--- src/sssoc_pkg.sv ---
`default_nettype none
package sssoc_pkg;

  // ****************************************************
  // clock and time base
  // ****************************************************
  localparam int unsigned CLK_PERIOD_NS = 8;
  localparam int unsigned CLK_FREQ_KHZ  = 125000;
  localparam int unsigned MS_NS         = 1000000;
  localparam int unsigned MS_CYCLES     = MS_NS / CLK_PERIOD_NS;
  localparam int unsigned HICCUP_MS     = 20;
  // valley sample window, least time so rounded up
  localparam int unsigned OC_SAMPLE_NS  = 75;
  localparam int unsigned OC_SAMPLE_CYCLES =
    (OC_SAMPLE_NS + CLK_PERIOD_NS - 1) / CLK_PERIOD_NS;

  // ****************************************************
  // switching frequency and set pulse
  // ****************************************************
  localparam logic [10:0] FREQ_MIN_KHZ    = 11'h1f4;
  localparam logic [10:0] FREQ_MAX_KHZ    = 11'h5dc;
  localparam int unsigned SET_PULSE_SHIFT = 3;

  // ****************************************************
  // overload protection counts
  // ****************************************************
  localparam logic [3:0] OC_TOTAL_MAX = 4'h8;
  localparam logic [1:0] OC_RUN_DOWN  = 2'h3;
  localparam logic [2:0] OC_RUN_UP    = 3'h4;

  // ****************************************************
  // sequencing fields and telemetry
  // ****************************************************
  localparam logic [6:0] RAMP_MS_MIN     = 7'h01;
  localparam int unsigned IOUT_BYTE_SHIFT = 2;

  typedef enum logic [1:0] {
    SLEW_0P625, SLEW_1P25, SLEW_2P5, SLEW_5
  } sssoc_slew_e;
  localparam sssoc_slew_e SLEW_RESET = SLEW_2P5;

  typedef enum logic [1:0] {
    EN_PIN_ONLY, EN_SW_ONLY, EN_PIN_AND_SW
  } sssoc_enmode_e;

  typedef enum logic [1:0] {
    DUTY_NOMINAL, DUTY_HALF, DUTY_QUARTER, DUTY_EIGHTH
  } sssoc_duty_e;

endpackage
`default_nettype wire

--- src/sssoc_tick_gen.sv ---
`default_nettype none
module sssoc_tick_gen #(
  parameter int unsigned MS_CYC = sssoc_pkg::MS_CYCLES
) (
  input  wire logic        clk,
  input  wire logic        rst,
  input  wire logic [10:0] freq_khz,
  output logic             ms_tick,
  output logic             sw_tick,
  output logic             set_pulse,
  output logic             oc_sample,
  output logic [10:0]      freq_used
);
  if (MS_CYC < 2 || MS_CYC > 24'hffffff) begin : g_chk
    $error("sssoc_tick_gen: MS_CYC out of range");
  end

  typedef struct packed {
    logic [23:0] ms_cnt;
    logic [8:0]  sw_cnt;
    logic [10:0] freq;
    logic        ms_tick;
    logic        sw_tick;
    logic        set_pulse;
    logic        oc_sample;
  } sssoc_tick_s;

  sssoc_tick_s r;
  sssoc_tick_s next_r;
  logic [8:0]  period;

  // out-of-range settings are pulled to the nearest legal bound
  always_comb begin
    next_r = r;
    if (freq_khz < sssoc_pkg::FREQ_MIN_KHZ) begin
      next_r.freq = sssoc_pkg::FREQ_MIN_KHZ;
    end else if (freq_khz > sssoc_pkg::FREQ_MAX_KHZ) begin
      next_r.freq = sssoc_pkg::FREQ_MAX_KHZ;
    end else begin
      next_r.freq = freq_khz;
    end
    period = 9'(sssoc_pkg::CLK_FREQ_KHZ / r.freq);
    next_r.ms_tick = (r.ms_cnt == 24'(MS_CYC - 1));
    next_r.ms_cnt  = next_r.ms_tick ? 24'h000000 : r.ms_cnt + 24'h000001;
    next_r.sw_tick = (r.sw_cnt >= period - 9'h001);
    next_r.sw_cnt  = next_r.sw_tick ? 9'h000 : r.sw_cnt + 9'h001;
    // set pulse is the first eighth of each period
    next_r.set_pulse = (next_r.sw_cnt < (period >> sssoc_pkg::SET_PULSE_SHIFT));
    // one strobe per period, 10 cycles (80 ns) after the set pulse rises
    next_r.oc_sample = (next_r.sw_cnt == 9'(sssoc_pkg::OC_SAMPLE_CYCLES));
  end

  always_ff @(posedge clk) begin
    if (rst) begin
      r <= '{freq: sssoc_pkg::FREQ_MIN_KHZ, default: '0};
    end else begin
      r <= next_r;
    end
  end

  assign ms_tick   = r.ms_tick;
  assign sw_tick   = r.sw_tick;
  assign set_pulse = r.set_pulse;
  assign oc_sample = r.oc_sample;
  assign freq_used = r.freq;
endmodule
`default_nettype wire

--- src/sssoc_ocp_ctrl.sv ---
`default_nettype none
module sssoc_ocp_ctrl (
  input  wire logic       clk,
  input  wire logic       rst,
  input  wire logic       clear,
  input  wire logic       sample,
  input  wire logic       trip,
  input  wire logic       duty_low,
  output logic [1:0]      duty_code,
  output logic            fault
);
  typedef struct packed {
    logic [3:0] total;
    logic [1:0] run_hi;
    logic [2:0] run_lo;
    logic [1:0] duty;
    logic       no_reduce;
    logic       fault;
  } sssoc_ocp_s;

  sssoc_ocp_s r;
  sssoc_ocp_s next_r;

  // counters move only on the once-per-period sample strobe
  always_comb begin
    next_r = r;
    next_r.fault = 1'b0;
    if (clear) begin
      next_r = '0;                                       // see RULE_23
    end else if (sample && trip) begin
      if (r.duty == 2'(sssoc_pkg::DUTY_NOMINAL)) begin
        next_r.no_reduce = duty_low;                     // see RULE_22
      end
      next_r.total  = r.total + 4'h1;
      next_r.run_lo = 3'h0;
      next_r.run_hi = r.run_hi + 2'h1;
      if (next_r.run_hi == sssoc_pkg::OC_RUN_DOWN) begin
        next_r.run_hi = 2'h0;
        if (!next_r.no_reduce && r.duty != 2'(sssoc_pkg::DUTY_EIGHTH)) begin
          next_r.duty = r.duty + 2'h1;                   // see RULE_20
        end
      end
      next_r.fault = (next_r.total == sssoc_pkg::OC_TOTAL_MAX); // see RULE_19
    end else if (sample) begin
      next_r.run_hi = 2'h0;
      next_r.run_lo = r.run_lo + 3'h1;
      if (next_r.run_lo == sssoc_pkg::OC_RUN_UP) begin
        next_r.run_lo = 3'h0;
        if (r.duty != 2'(sssoc_pkg::DUTY_NOMINAL)) begin
          next_r.duty = r.duty - 2'h1;                   // see RULE_21
        end
      end
    end
  end

  always_ff @(posedge clk) begin
    if (rst) begin
      r <= '0;
    end else begin
      r <= next_r;
    end
  end

  assign duty_code = r.duty;
  assign fault     = r.fault;
endmodule
`default_nettype wire

--- src/sssoc_sequencer.sv ---
//
// Contract
// RULE_01: ramp starts only with enable, bus above lockout, config copied in.
// RULE_02: software enable may replace or accompany the hardware enable.
// RULE_03: bus mode delays ramp start 0 to 127 ms, 1 ms steps.
// RULE_04: bus mode ramp duration 1 to 127 ms, 1 ms steps.
// RULE_05: vid mode slew selectable among four rates, 2.5 after reset.
// RULE_06: vid mode zero boot holds output until a set command arrives.
// RULE_07: overload and overvoltage protection stay armed during the ramp.
// RULE_08: switching frequency accepted from 500 kHz to 1.5 MHz.
// RULE_09: by default enable low turns both drivers off at once.
// RULE_10: optional shutdown by operation bit and optional controlled ramp down.
// RULE_11: bus mode soft-off waits a 0 to 127 ms turn-off delay.
// RULE_12: bus mode ramp-down duration 1 to 127 ms, 1 ms steps.
// RULE_13: average current reported in sixteenths of an ampere.
// RULE_14: current also given as an 8-bit byte in quarter amperes.
// RULE_15: warning when average current exceeds the warning threshold.
// RULE_16: overload sampled 75 ns after set pulse rise, set pulse an eighth.
// RULE_17: eight tripped cycles drop internal enable 20 ms, then restart.
// RULE_18: overload limit accepted, host should use 16 to 56 A in 4 A.
// RULE_19: after eight limiting cycles, either latch off or hiccup.
// RULE_20: three consecutive trips halve duty limit down to one eighth.
// RULE_21: four consecutive clear cycles double duty limit back to nominal.
// RULE_22: no duty reduction if already below one eighth at onset.
// RULE_23: counters step once a period and clear on hiccup end or re-enable.
`default_nettype none
module sssoc_sequencer #(
  parameter int unsigned MS_CYC = sssoc_pkg::MS_CYCLES
) (
  input  wire logic        CORE_CLK,
  input  wire logic        RESET,
  input  wire logic        EN_ABOVE_THRESH,
  input  wire logic        BUS_ABOVE_UVLO,
  input  wire logic        CFG_LOADED,
  input  wire logic [1:0]  EN_MODE,
  input  wire logic        SW_ENABLE,
  input  wire logic        BUS_MODE,
  input  wire logic        SOFT_OFF,
  input  wire logic [6:0]  TON_DELAY_MS,
  input  wire logic [6:0]  TON_RISE_MS,
  input  wire logic [6:0]  TOFF_DELAY_MS,
  input  wire logic [6:0]  TOFF_FALL_MS,
  input  wire logic        SLEW_WR,
  input  wire logic [1:0]  SLEW_SEL,
  input  wire logic        VID_BOOT_ZERO,
  input  wire logic        VID_SET_CMD,
  input  wire logic        VID_TARGET_REACHED,
  input  wire logic [10:0] FREQ_KHZ,
  input  wire logic        OC_TRIP,
  input  wire logic        OC_RESP_LATCH,
  input  wire logic        DUTY_BELOW_EIGHTH,
  input  wire logic [7:0]  IOUT_OC_FAULT_LIMIT,
  input  wire logic [15:0] IOUT_AVG,
  input  wire logic [15:0] IOUT_OC_WARN_LIMIT,
  output logic             DRIVERS_ON,
  output logic             PROTECT_ARMED,
  output logic             REF_RAMP_UP,
  output logic             REF_RAMP_DOWN,
  output logic [6:0]       RAMP_MS,
  output logic [1:0]       SLEW_CODE,
  output logic             HICCUP_ACTIVE,
  output logic             OC_LATCHED,
  output logic [7:0]       OC_LIMIT,
  output logic [1:0]       DUTY_LIMIT,
  output logic             SET_PULSE,
  output logic             OC_SAMPLE,
  output logic [10:0]      FREQ_USED,
  output logic [15:0]      READ_IOUT,
  output logic [7:0]       LOAD_CURRENT_TELEMETRY_BYTE,
  output logic             OC_WARN
);

  // ****************************************************
  // types and state
  // ****************************************************
  typedef enum logic [2:0] {
    ST_OFF,
    ST_TON_WAIT,
    ST_RAMP_UP,
    ST_ON,
    ST_TOFF_WAIT,
    ST_RAMP_DOWN,
    ST_HICCUP,
    ST_LATCHED
  } sssoc_state_e;

  // bit 0 enable pin, bit 1 bus lockout, bit 2 overload trip
  typedef struct packed {
    sssoc_state_e         state;
    logic [2:0]           sync1;
    logic [2:0]           sync2;
    logic [6:0]           ms_cnt;
    sssoc_pkg::sssoc_slew_e slew;
    logic                 drv_on;
    logic                 armed;
    logic                 ramp_up;
    logic                 ramp_down;
    logic                 hiccup;
    logic                 latched;
    logic                 ocp_clear;
    logic [7:0]           oc_limit;
    logic [15:0]          iout;
    logic [7:0]           iout_byte;
    logic                 oc_warn;
  } sssoc_seq_s;

  sssoc_seq_s r;
  sssoc_seq_s next_r;

  logic       ms_tick;
  logic       sw_tick;
  logic       set_pulse;
  logic       oc_sample;
  logic [10:0] freq_used;
  logic [1:0] duty_code;
  logic       oc_fault;
  logic       conv_en;
  logic       en_pin;
  logic       bus_ok;
  logic       oc_trip;

  // ****************************************************
  // helper functions
  // ****************************************************
  // a ramp of zero would end at once, so it is raised to 1 ms
  function automatic logic [6:0] ramp_len(input logic [6:0] ms);
    ramp_len = (ms < sssoc_pkg::RAMP_MS_MIN) ? sssoc_pkg::RAMP_MS_MIN : ms;
  endfunction

  // combines pin and software enables as the mode selects
  function automatic logic en_combine(input logic [1:0] mode,
                                      input logic       pin,
                                      input logic       sw);
    unique case (mode)
      2'(sssoc_pkg::EN_PIN_ONLY): begin
        en_combine = pin;
      end
      2'(sssoc_pkg::EN_SW_ONLY): begin
        en_combine = sw;
      end
      default: begin
        en_combine = pin & sw;   // code 3 treated as both, the safe reading
      end
    endcase
  endfunction

  // ****************************************************
  // sub blocks
  // ****************************************************
  // period timing and the 80 ns sample strobe live here
  sssoc_tick_gen #(
    .MS_CYC (MS_CYC)
  ) u_tick (
    .clk       (CORE_CLK),
    .rst       (RESET),
    .freq_khz  (FREQ_KHZ),     // see RULE_08
    .ms_tick   (ms_tick),
    .sw_tick   (sw_tick),
    .set_pulse (set_pulse),
    .oc_sample (oc_sample),    // see RULE_16
    .freq_used (freq_used)
  );

  // overload counting runs whenever the drivers switch
  sssoc_ocp_ctrl u_ocp (
    .clk       (CORE_CLK),
    .rst       (RESET),
    .clear     (r.ocp_clear),
    .sample    (oc_sample & r.drv_on),
    .trip      (oc_trip),
    .duty_low  (DUTY_BELOW_EIGHTH),
    .duty_code (duty_code),
    .fault     (oc_fault)
  );

  // ****************************************************
  // enable qualification
  // ****************************************************
  // only the second synchroniser stage is read
  assign en_pin  = r.sync2[0];
  assign bus_ok  = r.sync2[1];
  assign oc_trip = r.sync2[2];

  // config loaded comes from on-chip logic, so no synchroniser
  assign conv_en = CFG_LOADED & bus_ok                     // see RULE_01
                 & en_combine(EN_MODE, en_pin, SW_ENABLE); // see RULE_02

  // ****************************************************
  // sequencer next state
  // ****************************************************
  always_comb begin
    next_r = r;
    next_r.sync1     = {OC_TRIP, BUS_ABOVE_UVLO, EN_ABOVE_THRESH};
    next_r.sync2     = r.sync1;
    next_r.ocp_clear = 1'b0;
    if (ms_tick) begin
      next_r.ms_cnt = r.ms_cnt + 7'h01;
    end
    // slew select is only loaded by the write strobe
    if (SLEW_WR) begin
      next_r.slew = sssoc_pkg::sssoc_slew_e'(SLEW_SEL);   // see RULE_05
    end
    next_r.oc_limit = IOUT_OC_FAULT_LIMIT;                 // see RULE_18
    unique case (r.state)
      ST_OFF: begin
        if (conv_en) begin
          next_r.state     = ST_TON_WAIT;
          next_r.ms_cnt    = 7'h00;
          next_r.ocp_clear = 1'b1;                         // see RULE_23
        end
      end
      ST_TON_WAIT: begin
        if (!conv_en) begin
          next_r.state = ST_OFF;
        end else if (BUS_MODE) begin
          // zero delay passes straight through
          if (r.ms_cnt >= TON_DELAY_MS) begin              // see RULE_03
            next_r.state  = ST_RAMP_UP;
            next_r.ms_cnt = 7'h00;
          end
        end else if (!VID_BOOT_ZERO || VID_SET_CMD) begin  // see RULE_06
          next_r.state  = ST_RAMP_UP;
          next_r.ms_cnt = 7'h00;
        end
      end
      ST_RAMP_UP: begin
        if (!conv_en) begin
          next_r.state = ST_OFF;
        end else if (BUS_MODE ? (r.ms_cnt >= ramp_len(TON_RISE_MS))
                              : VID_TARGET_REACHED) begin  // see RULE_04
          next_r.state = ST_ON;
        end
      end
      ST_ON: begin
        if (!conv_en && SOFT_OFF) begin                    // see RULE_10
          next_r.ms_cnt = 7'h00;
          // turn-off delay is a bus-mode feature only
          next_r.state  = BUS_MODE ? ST_TOFF_WAIT          // see RULE_11
                                   : ST_RAMP_DOWN;
        end else if (!conv_en) begin
          next_r.state = ST_OFF;                           // see RULE_09
        end
      end
      ST_TOFF_WAIT: begin
        if (r.ms_cnt >= TOFF_DELAY_MS) begin
          next_r.state  = ST_RAMP_DOWN;
          next_r.ms_cnt = 7'h00;
        end
      end
      ST_RAMP_DOWN: begin
        if (r.ms_cnt >= ramp_len(TOFF_FALL_MS)) begin      // see RULE_12
          next_r.state = ST_OFF;
        end
      end
      ST_HICCUP: begin
        // internal enable held low for the hiccup time
        if (r.ms_cnt >= 7'(sssoc_pkg::HICCUP_MS)) begin    // see RULE_17
          next_r.state     = ST_OFF;
          next_r.ocp_clear = 1'b1;                         // see RULE_23
        end
      end
      ST_LATCHED: begin
        // only a full disable releases a latched shutdown
        if (!conv_en) begin
          next_r.state     = ST_OFF;
          next_r.ocp_clear = 1'b1;
        end
      end
    endcase
    // the fault can only be raised while switching, so it wins here
    if (oc_fault && r.drv_on) begin
      next_r.ms_cnt = 7'h00;
      next_r.state  = OC_RESP_LATCH ? ST_LATCHED           // see RULE_19
                                    : ST_HICCUP;           // see RULE_17
    end
    // registered driver and ramp flags follow the next state
    next_r.drv_on    = (next_r.state == ST_RAMP_UP)
                     | (next_r.state == ST_ON)
                     | (next_r.state == ST_TOFF_WAIT)
                     | (next_r.state == ST_RAMP_DOWN);
    next_r.armed     = next_r.drv_on;                      // see RULE_07
    next_r.ramp_up   = (next_r.state == ST_RAMP_UP);
    next_r.ramp_down = (next_r.state == ST_RAMP_DOWN);
    next_r.hiccup    = (next_r.state == ST_HICCUP);
    next_r.latched   = (next_r.state == ST_LATCHED);
  end

  // ****************************************************
  // telemetry
  // ****************************************************
  // the byte saturates instead of wrapping on large currents
  logic [13:0] quarter_amps;
  assign quarter_amps = IOUT_AVG[15:sssoc_pkg::IOUT_BYTE_SHIFT];

  // ****************************************************
  // state register
  // ****************************************************
  always_ff @(posedge CORE_CLK) begin
    if (RESET) begin
      r <= '{state: ST_OFF, slew: sssoc_pkg::SLEW_RESET, default: '0};
    end else begin
      r <= next_r;
      r.iout <= IOUT_AVG;                                  // see RULE_13
      r.iout_byte <= (quarter_amps > 14'h00ff) ? 8'hff     // see RULE_14
                                               : quarter_amps[7:0];
      r.oc_warn <= (IOUT_AVG > IOUT_OC_WARN_LIMIT);        // see RULE_15
    end
  end

  // ****************************************************
  // outputs
  // ****************************************************
  assign DRIVERS_ON    = r.drv_on;
  assign PROTECT_ARMED = r.armed;
  assign REF_RAMP_UP   = r.ramp_up;
  assign REF_RAMP_DOWN = r.ramp_down;
  assign RAMP_MS       = r.ms_cnt;
  assign SLEW_CODE     = r.slew;
  assign HICCUP_ACTIVE = r.hiccup;
  assign OC_LATCHED    = r.latched;
  assign OC_LIMIT      = r.oc_limit;
  assign DUTY_LIMIT    = duty_code;                        // see RULE_20
  assign SET_PULSE     = set_pulse;
  assign OC_SAMPLE     = oc_sample;
  assign FREQ_USED     = freq_used;
  assign READ_IOUT     = r.iout;
  assign LOAD_CURRENT_TELEMETRY_BYTE = r.iout_byte;
  assign OC_WARN       = r.oc_warn;

endmodule
`default_nettype wire

--- config.mk ---
export PLATFORM = sky130hd
export DESIGN_NAME = sssoc_sequencer
export DESIGN_NICKNAME = d
export VERILOG_FILES = /design/src/sssoc_pkg.sv /design/src/sssoc_tick_gen.sv /design/src/sssoc_ocp_ctrl.sv /design/src/sssoc_sequencer.sv
export SDC_FILE = /design/constraint.sdc
export NUM_CORES = 1
export LEC_CHECK = 0
export BUFFER_PORTS_ARGS = -buffer_cell sky130_fd_sc_hd__buf_4
export CAP_MARGIN = 20
export CORE_MARGIN = 1.5
export CORE_UTILIZATION = 45
export CTS_BUF_LIST = sky130_fd_sc_hd__clkbuf_2
export DETAILED_ROUTE_END_ITERATION = 7
export HOLD_SLACK_MARGIN = 0.08
export PLACE_DENSITY = 0.72
export SLEW_MARGIN = 20
export SYNTH_ARGS = -nofsm -noshare
export SYNTH_HDL_FRONTEND = slang
export SYNTH_HIERARCHICAL = 1
export SYNTH_SLANG_ARGS = --single-unit
--- constraint.sdc ---
create_clock -name CORE_CLK -period 177.4 [get_ports CORE_CLK]
set_input_delay 17.74 -clock CORE_CLK [delete_from_list [all_inputs] [get_ports CORE_CLK]]
set_output_delay 17.74 -clock CORE_CLK [all_outputs]
set_load 0.05 [all_outputs]
==> impl_metrics.toml <==
[detailed_routing]
mean_routed_wirelength_per_cell_um = 16.8
ant_nets = 0
wl_mm = 85.0
vias = 31222
route.detailed.drc = 0
detail_route.first_pass.iterations = 6
drtIter0Drc = 2626
vias_per_cell = 6.16

[sta]
tightest_slew_ns = 0.979
maxSlewViolCount = 0
fin_worst_hold_slack_ns = 0.467
slew-limit-headroom_pct = 32.9
hold_viol_final = 0
rsz0062_at_grt = "no"
fin_worst_skew_ns = 0.0216
postLayoutSetupSlackWorst_ns = 84.72
max_freq_mhz = 10.8
setup_tns_ns = 0
finalSetupViolations = 0
timing.final.crit_period_ns = 92.68
final.period_utilization_pct = 52.2

[critical_path]
cp_slowest_stage_delay_ns = 0.88
cp-start-kind = "flop"
cp_common_cell = "o21a_1"
worst_path_dominant_cell_family = "compound AO/OA/AOI/OAI gates"
endpoint_kind = "flop"
cp.depth = 430
rr_startpoint = "u_tick/freq_used[10]"
worst_ep_required_time_ns = 178.08
worstSetupPathType = "reg -> reg"
critical_path.max_fanout = 36
r2r-end = "u_tick/set_pulse"
slowest_stage = "o32ai_2"
cp.buffers_inverters = 19
reg2reg_slack_ns = 84.72
rr_worst_depth = 430
cp_data_arrival_time_ns = 93.36

[floorplan]
floorplan.die.width_um = 260
fp.dieH_um = 260
initial_utilization_pct = 45.3
die_area_um2 = 67700
floorplan.io_pins = 161
placementRows = 94
floorplan.core_area_um2 = 65600

[clocking]
ctsLongestPathBuffers = 2
cts.hold.buffers_added = 0
ctsHtreeMaxLevel = 4
tritoncts_clock_tree = "built"
cts.clk_slew.worst_paths_ns = 0.18
cts.repair_timing.setup_buffer_count = 0
postCtsResizedCells = 0
cts_buffers = 17
cts.sink_count = 117
clock_tree.root_cell = "clkbuf_2"
clock_insertion_delay_worst_skew_ns = 0.77

[global_route]
globalRoute.totalOverflow = 0
grt_usage_pct = 24.1
grt_pass1_vias = 28061
wire_length_of_the_first_global_routing_pass_mm = 139
grt_max_degree = 61
initial_antenna_violation_count = 1

[hold_path]
worstHoldEndpoint = "en_pin"
hold_path_class = "reg -> reg"
holdPathStages = 1
timing.hold.worst.start = "next_r[49]"

[placement]
gpl.final_weighted_congestion = 0.940
buffer_ports.inserted = 160
pre_cts_slack_ns = 86.58
post-dp-hpwl_mm = 66.6

[synthesis]
post_synth_inst_count = 4144
yosysWarningCount = 6
postSynthNetCount = 4576
syn_area_per_cell_um2 = 7.18
synth.cell_area_um2 = 29700

[final_layout]
finalNetCount = 4624
area.growth.synth_to_final_pct = 5.91
final_layout_size_suffix_gt1_share_pct = 10.9
layout.filler_cells = 6578

[run]
drv.max_cap_violation_count = 0

[run_status]
run_status = "finished, final reports clean"
per-layer routing:
metal	GRT usage (%)	vias to the layer above	share of wire, %
met5	0	-	0
met3	1.49	107	6.3
met4	5.78	0	1.9
li1	-	15549	-
met2	40.3	1112	44
met1	33.6	14454	47
how the worst max path moves through the flow:
stage | slack, ns | start | endpoint
3_3_place_gp | 88.85 | u_tick/freq_used[10] | u_tick/set_pulse
6_report | 84.72 | u_tick/freq_used[10] | u_tick/set_pulse
2_1_floorplan | 95.18 | u_tick/freq_used[0] | u_tick/set_pulse
4_1_cts | 86.13 | u_tick/freq_used[10] | u_tick/set_pulse
3_5_place_dp | 86.58 | u_tick/freq_used[10] | u_tick/set_pulse
5_1_grt | 76.17 | u_tick/freq_used[10] | u_tick/set_pulse
sequential cells by signal, summed over array words and instances, names as in the netlist, 4 cells and up:
register                     flops
LOAD_CURRENT_TELEMETRY_BYTE      8
u_tick/r                        33
RAMP_MS                          7
r                                4
u_tick/freq_used                11
OC_LIMIT                         8
READ_IOUT                       16
u_ocp/r                         10
final cells by class:
| cell class | instances | area, µm² | share of cell area, % |
|---|---|---|---|
| multi-input combinational | 3689 | 25800 | 81.7 |
| sequential | 117 | 2340 | 7.44 |
| timing repair buffer | 188 | 1410 | 4.48 |
| tap | 864 | 1080 | 3.43 |
| inverter | 179 | 672 | 2.13 |
| clock inverter | 15 | 156 | 0.496 |
| clock buffer | 17 | 85.1 | 0.270 |
| antenna | 2 | 5.00 | 0.0159 |
cell usage in the layout (no fill, tap or decap), types with 47 or more instances in the layout:
cell type	instances
nor2_1	425
ha_1	334
nand2_1	301
a21oi_1	298
o21ai_0	225
buf_4	188
xnor2_1	185
inv_1	173
a21o_1	152
nor3_1	140
nand3_1	132
dfxtp_1	116
o21a_1	110
xor2_1	106
nand2b_1	102
nor2b_1	71
mux2_2	65
o31ai_1	63
nand4_1	55
o211ai_1	53
and2_1	51
a211oi_1	50
mux2i_1	47
metrics by stage:
step / area [µm²] / cells / utilization [%]
after floorplan: 29700 / 4144 / -
final: 31500 / 5071 / 48.0
after global placement: 31300 / 5037 / 47.6
after CTS: 31500 / 5069 / 48.0
after global routing: 31500 / 5070 / 48.0
after detailed placement: 31300 / 5037 / 47.6
Power is left out: the tool's default activity adds up to more than one toggle a clock period on the data nets, which glitch-free logic cannot reach.
